## src/rtl/chan_out_defs.vh

```
`ifndef CHAN_OUT_DEFS_VH
`define CHAN_OUT_DEFS_VH
// ***********************************************
// register map
// ***********************************************
`define ADDR_ENABLE_POLARITY 4'h0
`define ADDR_RUN_CONTROL 4'h4
`define ADDR_IDLE_LEVELS 4'h8
`define ADDR_DEADTIME 4'hC
`define RESET_ENABLE_POLARITY 32'h00000000
`define ENABLE_POLARITY_MASK 32'h00003FFF
`define RUN_CONTROL_MASK 32'h00000007
`define IDLE_LEVELS_MASK 32'h0000003F
`define DEADTIME_MASK 32'h000000FF
// ***********************************************
// field positions
// ***********************************************
`define FLD_MAIN_EN 0
`define FLD_MAIN_POL 1
`define FLD_COMP_EN 2
`define FLD_COMP_POL 3
`define FLD_CH4_EN 12
`define FLD_CH4_POL 13
`define FLD_MOE 0
`define FLD_IDLE_OFFSTATE_SELECT 1
`define FLD_RUN_OFFSTATE_SELECT 2
`define DIR_OUTPUT 2'h0
`define DEADTIME_WIDTH 8
`endif

```

## src/rtl/pair_drive.v

```verilog
`timescale 1ns/1ps
`default_nettype none
// ***********************************************
// one complementary pair, output decision
// ***********************************************
module pair_drive #(
    parameter DTW = 8
) (
    input wire mclk,
    input wire rst,
    input wire ref_in,
    input wire main_en,
    input wire main_pol,
    input wire comp_en,
    input wire comp_pol,
    input wire main_idle,
    input wire comp_idle,
    input wire main_output_enable,
    input wire idle_offstate_select,
    input wire run_offstate_select,
    input wire [DTW-1:0] dead_cycles,
    output reg main_out,
    output reg main_oe,
    output reg comp_out,
    output reg comp_oe
);
    reg [DTW-1:0] dt_cnt_r;
    reg ref_d_r;
    reg moe_d_r;
    reg idle_done_r;
    wire dt_busy = (dt_cnt_r != {DTW{1'b0}});
    wire ref_chg = (ref_in != ref_d_r);
    reg main_out_nxt;
    reg main_oe_nxt;
    reg comp_out_nxt;
    reg comp_oe_nxt;

    // ***********************************************
    // dead-time counter, restarts on edges and on moe drop
    // ***********************************************
    always @(posedge mclk) begin
        if (rst) begin
            dt_cnt_r <= {DTW{1'b0}};
            ref_d_r <= 1'b0;
            moe_d_r <= 1'b0;
            idle_done_r <= 1'b0;
        end else begin
            ref_d_r <= ref_in;
            moe_d_r <= main_output_enable;
            if ((ref_chg && main_output_enable) || (moe_d_r && !main_output_enable)) begin
                dt_cnt_r <= dead_cycles;
            end else if (dt_busy) begin
                dt_cnt_r <= dt_cnt_r - {{(DTW-1){1'b0}}, 1'b1};
            end
            if (main_output_enable) begin
                idle_done_r <= 1'b0;
            end else if (!dt_busy && !(moe_d_r && !main_output_enable)) begin
                idle_done_r <= 1'b1;
            end
        end
    end

    // ***********************************************
    // output table
    // ***********************************************
    always @* begin
        main_out_nxt = 1'b0;
        main_oe_nxt = 1'b0;
        comp_out_nxt = 1'b0;
        comp_oe_nxt = 1'b0;
        if (main_output_enable) begin
            if (main_en && comp_en) begin
                main_out_nxt = (ref_d_r && !dt_busy) ^ main_pol;
                comp_out_nxt = (!ref_d_r && !dt_busy) ^ comp_pol;
                main_oe_nxt = 1'b1;
                comp_oe_nxt = 1'b1;
            end else if (main_en) begin
                main_out_nxt = ref_in ^ main_pol;
                main_oe_nxt = 1'b1;
                comp_out_nxt = run_offstate_select ? comp_pol : 1'b0;
                comp_oe_nxt = run_offstate_select;
            end else if (comp_en) begin
                comp_out_nxt = ref_in ^ comp_pol;
                comp_oe_nxt = 1'b1;
                main_out_nxt = run_offstate_select ? main_pol : 1'b0;
                main_oe_nxt = run_offstate_select;
            end else begin
                main_out_nxt = run_offstate_select ? main_pol : 1'b0;
                comp_out_nxt = run_offstate_select ? comp_pol : 1'b0;
            end
        end else if (idle_done_r) begin
            main_out_nxt = main_idle;
            comp_out_nxt = comp_idle;
            main_oe_nxt = idle_offstate_select;
            comp_oe_nxt = idle_offstate_select;
        end else begin
            main_out_nxt = main_pol;
            comp_out_nxt = comp_pol;
            main_oe_nxt = idle_offstate_select;
            comp_oe_nxt = idle_offstate_select;
        end
    end

    // ***********************************************
    // registered pins, registered again one level up
    // ***********************************************
    always @(posedge mclk) begin
        if (rst) begin
            main_out <= 1'b0;
            main_oe <= 1'b0;
            comp_out <= 1'b0;
            comp_oe <= 1'b0;
        end else begin
            main_out <= main_out_nxt;
            main_oe <= main_oe_nxt;
            comp_out <= comp_out_nxt;
            comp_oe <= comp_oe_nxt;
        end
    end
endmodule
`default_nettype wire

```

## src/rtl/timer_channel_output_control.v

```verilog
// Summary of operation
// - output polarity 1 inverts main reference
// - input polarity picks rising or falling edge
// - main polarity locked at protect level 2-3
// - comp polarity locked at level 2-3 output
// - comp polarity 1 makes comp active low
// - main enable passes reference to pin
// - main enable gates capture in input mode
// - comp enable passes reference out, inverted only with main enabled
// - four bits per channel, ch4 two bits
// - bits 31:14 reserved, read zero
// - moe on, run off, none enabled: undriven
// - single enabled output: reference xor polarity
// - both enabled: complementary with dead-time
// - run off-state keeps disabled output inactive
// - run off-state, none enabled: undriven polarity
// - moe off, idle select 0: undriven polarity
// - moe off, idle select 1: driven polarity
// - after moe drop, dead-time then idle levels (ch4 here goes straight to its polarity, no dead-time or idle level)
// - direction 00 means output
//
// Chosen here: the Avalon-MM interface to the registers and the placing of the registers.
`timescale 1ns/1ps
`default_nettype none
`include "chan_out_defs.vh"
module timer_channel_output_control #(
    parameter DTW = `DEADTIME_WIDTH,
    parameter CNTW = 16
) (
    input wire mclk,
    input wire rst,
    input wire [3:0] avs_address,
    input wire avs_read,
    input wire avs_write,
    input wire [31:0] avs_writedata,
    input wire [3:0] avs_byteenable,
    output reg [31:0] avs_readdata,
    output reg avs_waitrequest,
    input wire [1:0] protect_level,
    input wire [7:0] direction_select,
    input wire [3:0] compare_reference,
    input wire [3:0] capture_input,
    input wire [CNTW-1:0] counter_value,
    output reg [3:0] main_output,
    output reg [3:0] main_drive_enable,
    output reg [2:0] comp_output,
    output reg [2:0] comp_drive_enable,
    output reg [3:0] capture_trigger,
    output reg [4*CNTW-1:0] capture_value
);
    reg [13:0] enpol_r;
    reg [2:0] runctl_r;
    reg [5:0] idle_r;
    reg [DTW-1:0] dead_r;
    reg [3:0] cap_d_r;
    reg ack_r;
    reg [31:0] wmask;
    wire main_output_enable = runctl_r[`FLD_MOE];
    wire idle_offstate_select = runctl_r[`FLD_IDLE_OFFSTATE_SELECT];
    wire run_offstate_select = runctl_r[`FLD_RUN_OFFSTATE_SELECT];
    wire locked = protect_level[1];
    wire wr_go = avs_write && ack_r;
    wire [31:0] enpol_rst = `RESET_ENABLE_POLARITY;
    wire [2:0] p_mo;
    wire [2:0] p_moe;
    wire [2:0] p_co;
    wire [2:0] p_coe;
    reg [13:0] enpol_nxt;
    integer i;

    // ***********************************************
    // byte-lane mask and protected write of polarities
    // ***********************************************
    always @* begin
        wmask = {{8{avs_byteenable[3]}}, {8{avs_byteenable[2]}},
                 {8{avs_byteenable[1]}}, {8{avs_byteenable[0]}}};
        enpol_nxt = (enpol_r & ~wmask[13:0]) | (avs_writedata[13:0] & wmask[13:0]);
        for (i = 0; i < 3; i = i + 1) begin
            if (locked) begin
                enpol_nxt[4*i+`FLD_MAIN_POL] = enpol_r[4*i+`FLD_MAIN_POL];
                if (direction_select[2*i +: 2] == `DIR_OUTPUT) begin
                    enpol_nxt[4*i+`FLD_COMP_POL] = enpol_r[4*i+`FLD_COMP_POL];
                end
            end
        end
        if (locked) begin
            enpol_nxt[`FLD_CH4_POL] = enpol_r[`FLD_CH4_POL];
        end
    end

    // ***********************************************
    // avalon slave, one wait cycle per access
    // ***********************************************
    always @(posedge mclk) begin
        if (rst) begin
            enpol_r <= enpol_rst[13:0];
            runctl_r <= 3'h0;
            idle_r <= 6'h00;
            dead_r <= {DTW{1'b0}};
            ack_r <= 1'b0;
            avs_readdata <= 32'h00000000;
        end else begin
            ack_r <= (avs_read || avs_write) && !ack_r;
            if (wr_go) begin
                case (avs_address)
                    `ADDR_ENABLE_POLARITY: enpol_r <= enpol_nxt;
                    `ADDR_RUN_CONTROL: runctl_r <= (runctl_r & ~wmask[2:0]) |
                        (avs_writedata[2:0] & wmask[2:0]);
                    `ADDR_IDLE_LEVELS: idle_r <= (idle_r & ~wmask[5:0]) |
                        (avs_writedata[5:0] & wmask[5:0]);
                    `ADDR_DEADTIME: dead_r <= (dead_r & ~wmask[DTW-1:0]) |
                        (avs_writedata[DTW-1:0] & wmask[DTW-1:0]);
                    default: ;
                endcase
            end
            if (avs_read && !ack_r) begin
                case (avs_address)
                    `ADDR_ENABLE_POLARITY: avs_readdata <= {18'h00000, enpol_r};
                    `ADDR_RUN_CONTROL: avs_readdata <= {29'h00000000, runctl_r};
                    `ADDR_IDLE_LEVELS: avs_readdata <= {26'h0000000, idle_r};
                    `ADDR_DEADTIME: avs_readdata <= {{(32-DTW){1'b0}}, dead_r};
                    default: avs_readdata <= 32'h00000000;
                endcase
            end
        end
    end

    always @(posedge mclk) begin
        if (rst) begin
            avs_waitrequest <= 1'b1;
        end else begin
            avs_waitrequest <= !((avs_read || avs_write) && !ack_r && avs_waitrequest);
        end
    end

    // ***********************************************
    // complementary pairs, channels 1 to 3
    // ***********************************************
    genvar g;
    generate
        for (g = 0; g < 3; g = g + 1) begin : pair
            pair_drive #(.DTW(DTW)) u_pair (
                .mclk(mclk),
                .rst(rst),
                .ref_in(compare_reference[g]),
                .main_en(enpol_r[4*g+`FLD_MAIN_EN]),
                .main_pol(enpol_r[4*g+`FLD_MAIN_POL]),
                .comp_en(enpol_r[4*g+`FLD_COMP_EN]),
                .comp_pol(enpol_r[4*g+`FLD_COMP_POL]),
                .main_idle(idle_r[2*g]),
                .comp_idle(idle_r[2*g+1]),
                .main_output_enable(main_output_enable),
                .idle_offstate_select(idle_offstate_select),
                .run_offstate_select(run_offstate_select),
                .dead_cycles(dead_r),
                .main_out(p_mo[g]),
                .main_oe(p_moe[g]),
                .comp_out(p_co[g]),
                .comp_oe(p_coe[g])
            );
        end
    endgenerate

    // ***********************************************
    // pins; input-mode channels stay undriven
    // ***********************************************
    always @(posedge mclk) begin
        if (rst) begin
            main_output <= 4'h0;
            main_drive_enable <= 4'h0;
            comp_output <= 3'h0;
            comp_drive_enable <= 3'h0;
        end else begin
            for (i = 0; i < 3; i = i + 1) begin
                main_output[i] <= p_mo[i];
                main_drive_enable[i] <= p_moe[i] && (direction_select[2*i +: 2] == `DIR_OUTPUT);
                comp_output[i] <= p_co[i];
                comp_drive_enable[i] <= p_coe[i] && (direction_select[2*i +: 2] == `DIR_OUTPUT);
            end
            if (direction_select[7:6] != `DIR_OUTPUT) begin
                main_output[3] <= 1'b0;
                main_drive_enable[3] <= 1'b0;
            end else if (!main_output_enable) begin
                main_output[3] <= enpol_r[`FLD_CH4_POL];
                main_drive_enable[3] <= idle_offstate_select;
            end else if (enpol_r[`FLD_CH4_EN]) begin
                main_output[3] <= compare_reference[3] ^ enpol_r[`FLD_CH4_POL];
                main_drive_enable[3] <= 1'b1;
            end else begin
                main_output[3] <= run_offstate_select ? enpol_r[`FLD_CH4_POL] : 1'b0;
                main_drive_enable[3] <= 1'b0;
            end
        end
    end

    // ***********************************************
    // capture edge selection and gating
    // ***********************************************
    always @(posedge mclk) begin
        if (rst) begin
            cap_d_r <= 4'h0;
            capture_trigger <= 4'h0;
            capture_value <= {(4*CNTW){1'b0}};
        end else begin
            cap_d_r <= capture_input;
            for (i = 0; i < 4; i = i + 1) begin
                capture_trigger[i] <= capture_input[i] ^ enpol_r[4*i+`FLD_MAIN_POL];
                if ((direction_select[2*i +: 2] != `DIR_OUTPUT) && enpol_r[4*i] &&
                    (enpol_r[4*i+`FLD_MAIN_POL] ? (cap_d_r[i] && !capture_input[i]) :
                     (!cap_d_r[i] && capture_input[i]))) begin
                    capture_value[i*CNTW +: CNTW] <= counter_value;
                end
            end
        end
    end
endmodule
`default_nettype wire

```

## config.mk

```make
export PLATFORM = sky130hd
export DESIGN_NAME = timer_channel_output_control
export DESIGN_NICKNAME = d
export VERILOG_FILES = /design/src/rtl/pair_drive.v /design/src/rtl/timer_channel_output_control.v
export VERILOG_INCLUDE_DIRS = /design/src /design/src/rtl
export SDC_FILE = /design/constraint.sdc
export NUM_CORES = 1
export LEC_CHECK = 0
export BUFFER_PORTS_ARGS = -buffer_cell sky130_fd_sc_hd__buf_2
export CORE_MARGIN = 5
export CORE_UTILIZATION = 30
export DETAILED_ROUTE_END_ITERATION = 8
export PLACE_DENSITY = 0.57
export SLEW_MARGIN = 15
export SYNTH_ARGS = -nofsm -noshare
export SYNTH_HDL_FRONTEND = slang
export SYNTH_SLANG_ARGS = --single-unit
```

## constraint.sdc

```tcl
create_clock -name mclk -period 2.3 [get_ports mclk]
set_input_delay 0.46 -clock mclk [delete_from_list [all_inputs] [get_ports mclk]]
set_output_delay 0.46 -clock mclk [all_outputs]
set_load 0.01 [all_outputs]
```

After elaboration in Yosys (flattened, before gate mapping)
Index checks and enable logic that the tools add are counted.

Register bits: 194. Logic and storage cells: 258. Output and inout bits: 115. Input port bits: 78.

Reduce and logical (&&, ||, !) cells: 88. $add $sub $neg: 3. Bitwise logic cells: 34. Multiplexer cells: 79. Equality and inequality tests: 9.

Operator list (count): 1-bit two-way mux (72); 14-bit case mux with 4 select lines (1); 8-bit two-way mux (6); 1-bit logical AND (42); 14-bit bitwise AND (2); 8-bit nonzero test (3); 8-bit by 1-bit subtractor with 8-bit output (second input constant) (3); 1-bit zero test (18); 1-bit XOR (17); 8-bit bitwise AND (2); 14-bit inverter (1); 14-bit OR (1); 2-bit nonzero test (7); 6-bit bitwise AND (2); 3-bit AND reduction (4); 4-bit == test (second input constant) (2); 8-bit inverter (1); 8-bit OR (1); 2-bit AND reduction (4); 3-bit bitwise AND (2); 2-bit zero test (3); 2-bit inequality test (second input constant) (3); 6-bit inverter (1); 6-bit OR (1); other kinds (8) (14).

Longest topological paths before layout
Word-level depth: 6. Mapped depth: 7. Gate-level depth less buffers: 6.

Cells and area by module
A second synthesis with hierarchy kept.

Cells, all modules: 857. Area total of the unflattened synthesis: 8095.3 µm².

By module, submodules not included: timer_channel_output_control (sequential area each 2662.6 µm², cells each 536, area an instance 5535.3 µm², times used 1); pair_drive (sequential area each 300.3 µm², cells each 107, area an instance 853.3 µm², times used 3).

Least setup slack after synthesis
OpenSTA, ideal clock, no wires.

Kind: input port to flip-flop. From: in avs_address[1]. To: reg with a tool-made name. Stages: 5. Setup time: 0.128 ns. Required time: 2.172 ns. Path buffers: 1. Path slack: 0.418 ns. Arrival time: 1.755 ns. Path through: or4_1 clkbuf_1 a211oi_1 mux2i_1 nor2_1.

RTL lines: from (decl) (RTL line timer_channel_output_control.v:32) `input wire [3:0] avs_address,`.

Worst setup path after layout
From: reg pair[1].u_pair.dt_cnt_r[0]. To: reg pair[1].u_pair.comp_out.

Longest elaborated chain between the ends: 6.

RTL lines: from (decl) (RTL line pair_drive.v:27) `reg [DTW-1:0] dt_cnt_r;`; from (signal assigned) (RTL line pair_drive.v:43) `dt_cnt_r <= {DTW{1'b0}};`; from (signal assigned) (RTL line pair_drive.v:51) `dt_cnt_r <= dead_cycles;`; from (signal assigned) (RTL line pair_drive.v:53) `dt_cnt_r <= dt_cnt_r - {{(DTW-1){1'b0}}, 1'b1};`; 8-bit nonzero test (RTL line pair_drive.v:31) `wire dt_busy = (dt_cnt_r != {DTW{1'b0}});`; 1-bit zero test (RTL line pair_drive.v:74) `comp_out_nxt = (!ref_d_r && !dt_busy) ^ comp_pol;`; 1-bit logical AND (RTL line pair_drive.v:74); 1-bit XOR (RTL line pair_drive.v:74); 1-bit two-way mux (RTL line pair_drive.v:72) `if (main_en && comp_en) begin`; 1-bit two-way mux (RTL line pair_drive.v:71) `if (main_output_enable) begin`; to (signal assigned) (RTL line pair_drive.v:116) `comp_out <= comp_out_nxt;`; to (decl) (RTL line pair_drive.v:24) `output reg comp_out,`.

Every way passes these cells. A chain may end at the register's enable or synchronous reset.

==> flow_summary.ini <==
[layout]
fill_cells = 2588
final_cell_mix = dfxtp_1, buf_2, nor2_1
drive_above_1_share_pct = 24.10
area_delta_synth_final_pct = 23.75
regArea_um2 = 3523
multi_input_area_um2 = 3642
final_common_cell = dfxtp_1
num-nets-final = 1042

[routing]
drtAntennaViolNets = 0
routed_wirelength_um = 21320
drc = 0
viasPerCell = 4.734
drtIter0Drc = 508
route.vias.total = 6168
wl_per_cell_um = 16.36
firstDrtPassIters = 6

[power]
power.total_w = 0.008020
peakVddDrop_mv = 0.4307
pwr-share-comb_pct = 21.1
seqPwrFrac_pct = 43.1
switching_share_pct = 31.60
power.density_nw_per_um2 = 859.6
clkPwrFrac_pct = 35.7
leakage_nw = 3.717
p_int_w = 0.005485
switchingPower_w = 0.002534

[synthesis]
synth_top_area_share_pct = 46.74
avgSynthCellArea_um2 = 9.447
synth_top_cell_by_area = dfxtp_1
ys.flop_type = dfxtp_1
synth-warning-count = 0
synth.distinct_cells = 59
syn-instance-count = 798
synth_fa_ha_area_share_pct = 0.9959
syn_area_um2 = 7538
synth-compound-area-share_pct = 13.06
ys_ff_latch = 176
synthTopCellsByArea = dfxtp_1, mux2i_1, nor2_1
ys_seq_area_share_pct = 46.74
synth_top_family_by_area = simple AND/OR/NAND/NOR gates
synth_edf_count = 0
synth_xor_area_share_pct = 1.743
async_flop_share_pct = 0
yosys.area_share.simple_pct = 17.44
muxShareOfSynthArea_pct = 14.09

[cts]
hold_buffers = 0
clock_latency_ps = 430
htreeDepth = 4
postCtsSetupRepairBufs = 0
numClockSinks = 176
cts_buffer_depth = 2
path_clk_slew_ps = 70
cts_resized = 0
cts_tree = yes
ctsRootBufferMaster = clkbuf_16
cts_buffers = 17

[floorplanning]
std_cell_rows = 58
die_w_um = 168.5
top_level_ports = 193
coreArea_um2 = 24960
start_util_pct = 30.20
die-area_um2 = 28400
chipHeight_um = 168.5

[timing]
max-slew-margin-rel_pct = 60.64
skew_ps = 11.65
rsz0062_at_grt = no
tns_ps = 0
min_period_ps = 2066
worst_hold_slack_ps = 223.7
worst_pin_slew_ps = 589.2
fmax_ghz = 0.4839
timing.final.crit_share_pct = 89.85
finalHoldViolCount = 0
drv_slew = 0
worst_slack_ps = 233.6
setup_viol = 0

[outcome]
status = finished, final reports clean

[min_path]
holdPathEnd = main_output[3]$_SDFF_PP0_
hold_class = primary input to flop
min_from = direction_select[6]
holdPathStages = 2

[placed_design]
gp_congestion = 0.8021
dpl.hpwl_um = 15410
io_buffers = 153
place_ws_ps = 206.7

[worst_setup_path]
end_kind = flop
required_ps = 2670
path_max_fanout = 6
r2r_start = pair[1].u_pair.dt_cnt_r[0]$_SDFFE_PP0P_
r2r_cells = 7
r2r-end = pair[1].u_pair.comp_out$_SDFF_PP0_
critPathKind = flop to flop
r2r_slack_ps = 230
critical_path_arrival_ps = 2440
start_kind = flop

[job]
max_cap_violations = 0

[global_routing]
gr-total-overflow = 0
grt_first_pass_wirelength_um = 32880
grt_use_total_pct = 14.53
grt_pass1_vias = 5745
antenna_found_initial = 5
grt_max_degree = 81
[cells by family after synthesis]
logic type               count (synthesis)
AND/OR/NAND/NOR                        274
flip-flops                             176
AO/OA/AOI/OAI                          141
multiplexers                           102
buffers and inverters                   83
XOR/XNOR                                15
adder cells (fa/ha/maj)                  6
other                                    1
[worst max path at each step]
stage	from	end	cells after the start
floorplan	avs_address[1]	flop	5
global placement	avs_address[1]	flop	6
detailed placement	pair[1].u_pair.dt_cnt_r[0]$_SDFFE_PP0P_	pair[1].u_pair.comp_out$_SDFF_PP0_	7
CTS	pair[1].u_pair.dt_cnt_r[0]$_SDFFE_PP0P_	pair[1].u_pair.comp_out$_SDFF_PP0_	7
global route	pair[0].u_pair.dt_cnt_r[0]$_SDFFE_PP0P_	pair[0].u_pair.dt_cnt_r[1]$_SDFFE_PP0P_	7
finish	pair[1].u_pair.dt_cnt_r[0]$_SDFFE_PP0P_	pair[1].u_pair.comp_out$_SDFF_PP0_	7
[metrics by stage]
| step | cells | util, % | area (µm²) |
|---|---|---|---|
| 4_1_cts | 1301 | 37.32 | 9318 |
| 5_1_grt | 1303 | 37.37 | 9329 |
| 3_3_place_gp | 1269 | 34.94 | 8722 |
| 2_1_floorplan | 815 | - | 7602 |
| 6_report | 1303 | 37.37 | 9329 |
| 3_5_place_dp | 1269 | 34.94 | 8722 |
[critical path, cell delays in order, from the launching register on]
cell	delay (ps)
dfxtp_1	350
inv_1	110
ha_1	210
or3b_2	530
nor4_1	200
o211ai_1	150
a221oi_2	310
buf_4	160
[power by group through the flow]
| stage | Combinational, W | Sequential (W) | Clock, W |
|---|---|---|---|
| 2_1_floorplan | 0.00126 | 0.00347 | 0 |
| 3_3_place_gp | 0.00165 | 0.00352 | 0 |
| 3_5_place_dp | 0.00167 | 0.00352 | 0 |
| 4_1_cts | 0.00170 | 0.00345 | 0.00295 |
| 5_1_grt | 0.00192 | 0.00350 | 0.00307 |
| 6_report | 0.00169 | 0.00346 | 0.00287 |
[layout make-up]
cell class | instances | area share [%]
inverter | 23 | 0.9254
tap | 330 | 4.426
antenna | 2 | 0.05365
clock inverter | 15 | 1.824
clock buffer | 17 | 4.560
sequential | 176 | 37.77
multi-input combinational | 556 | 39.04
timing repair buffer | 184 | 11.40
[cell usage after synthesis (4+ instances only)]
| cell type | instances |
|---|---|
| or4_1 | 4 |
| a31oi_1 | 14 |
| clkbuf_1 | 30 |
| ha_1 | 6 |
| inv_1 | 23 |
| buf_6 | 5 |
| o22ai_1 | 8 |
| o21ai_0 | 18 |
| nand3_1 | 13 |
| nor3b_1 | 6 |
| buf_4 | 18 |
| nor2b_1 | 16 |
| dfxtp_1 | 176 |
| xnor2_1 | 12 |
| a21oi_1 | 29 |
| nor4_1 | 9 |
| a22oi_1 | 9 |
| nand2b_1 | 13 |
| and2_1 | 8 |
| nand3b_1 | 5 |
| a311oi_1 | 7 |
| nor3_1 | 15 |
| nand2_1 | 30 |
| a211oi_1 | 23 |
| a22o_1 | 5 |
| nor2_1 | 142 |
| mux2i_1 | 96 |
[per-layer routing]
| metal | GRT usage [%] | share of wire, % | wire [µm] |
|---|---|---|---|
| met1 | 20.57 | 49 | 10350 |
| met2 | 22.89 | 46 | 9763 |
| met3 | 2.919 | 4.5 | 955 |
| met4 | 3.423 | 0.94 | 200 |
| met5 | 0 | 0.19 | 41 |
Power figures use the tool's default switching activity.
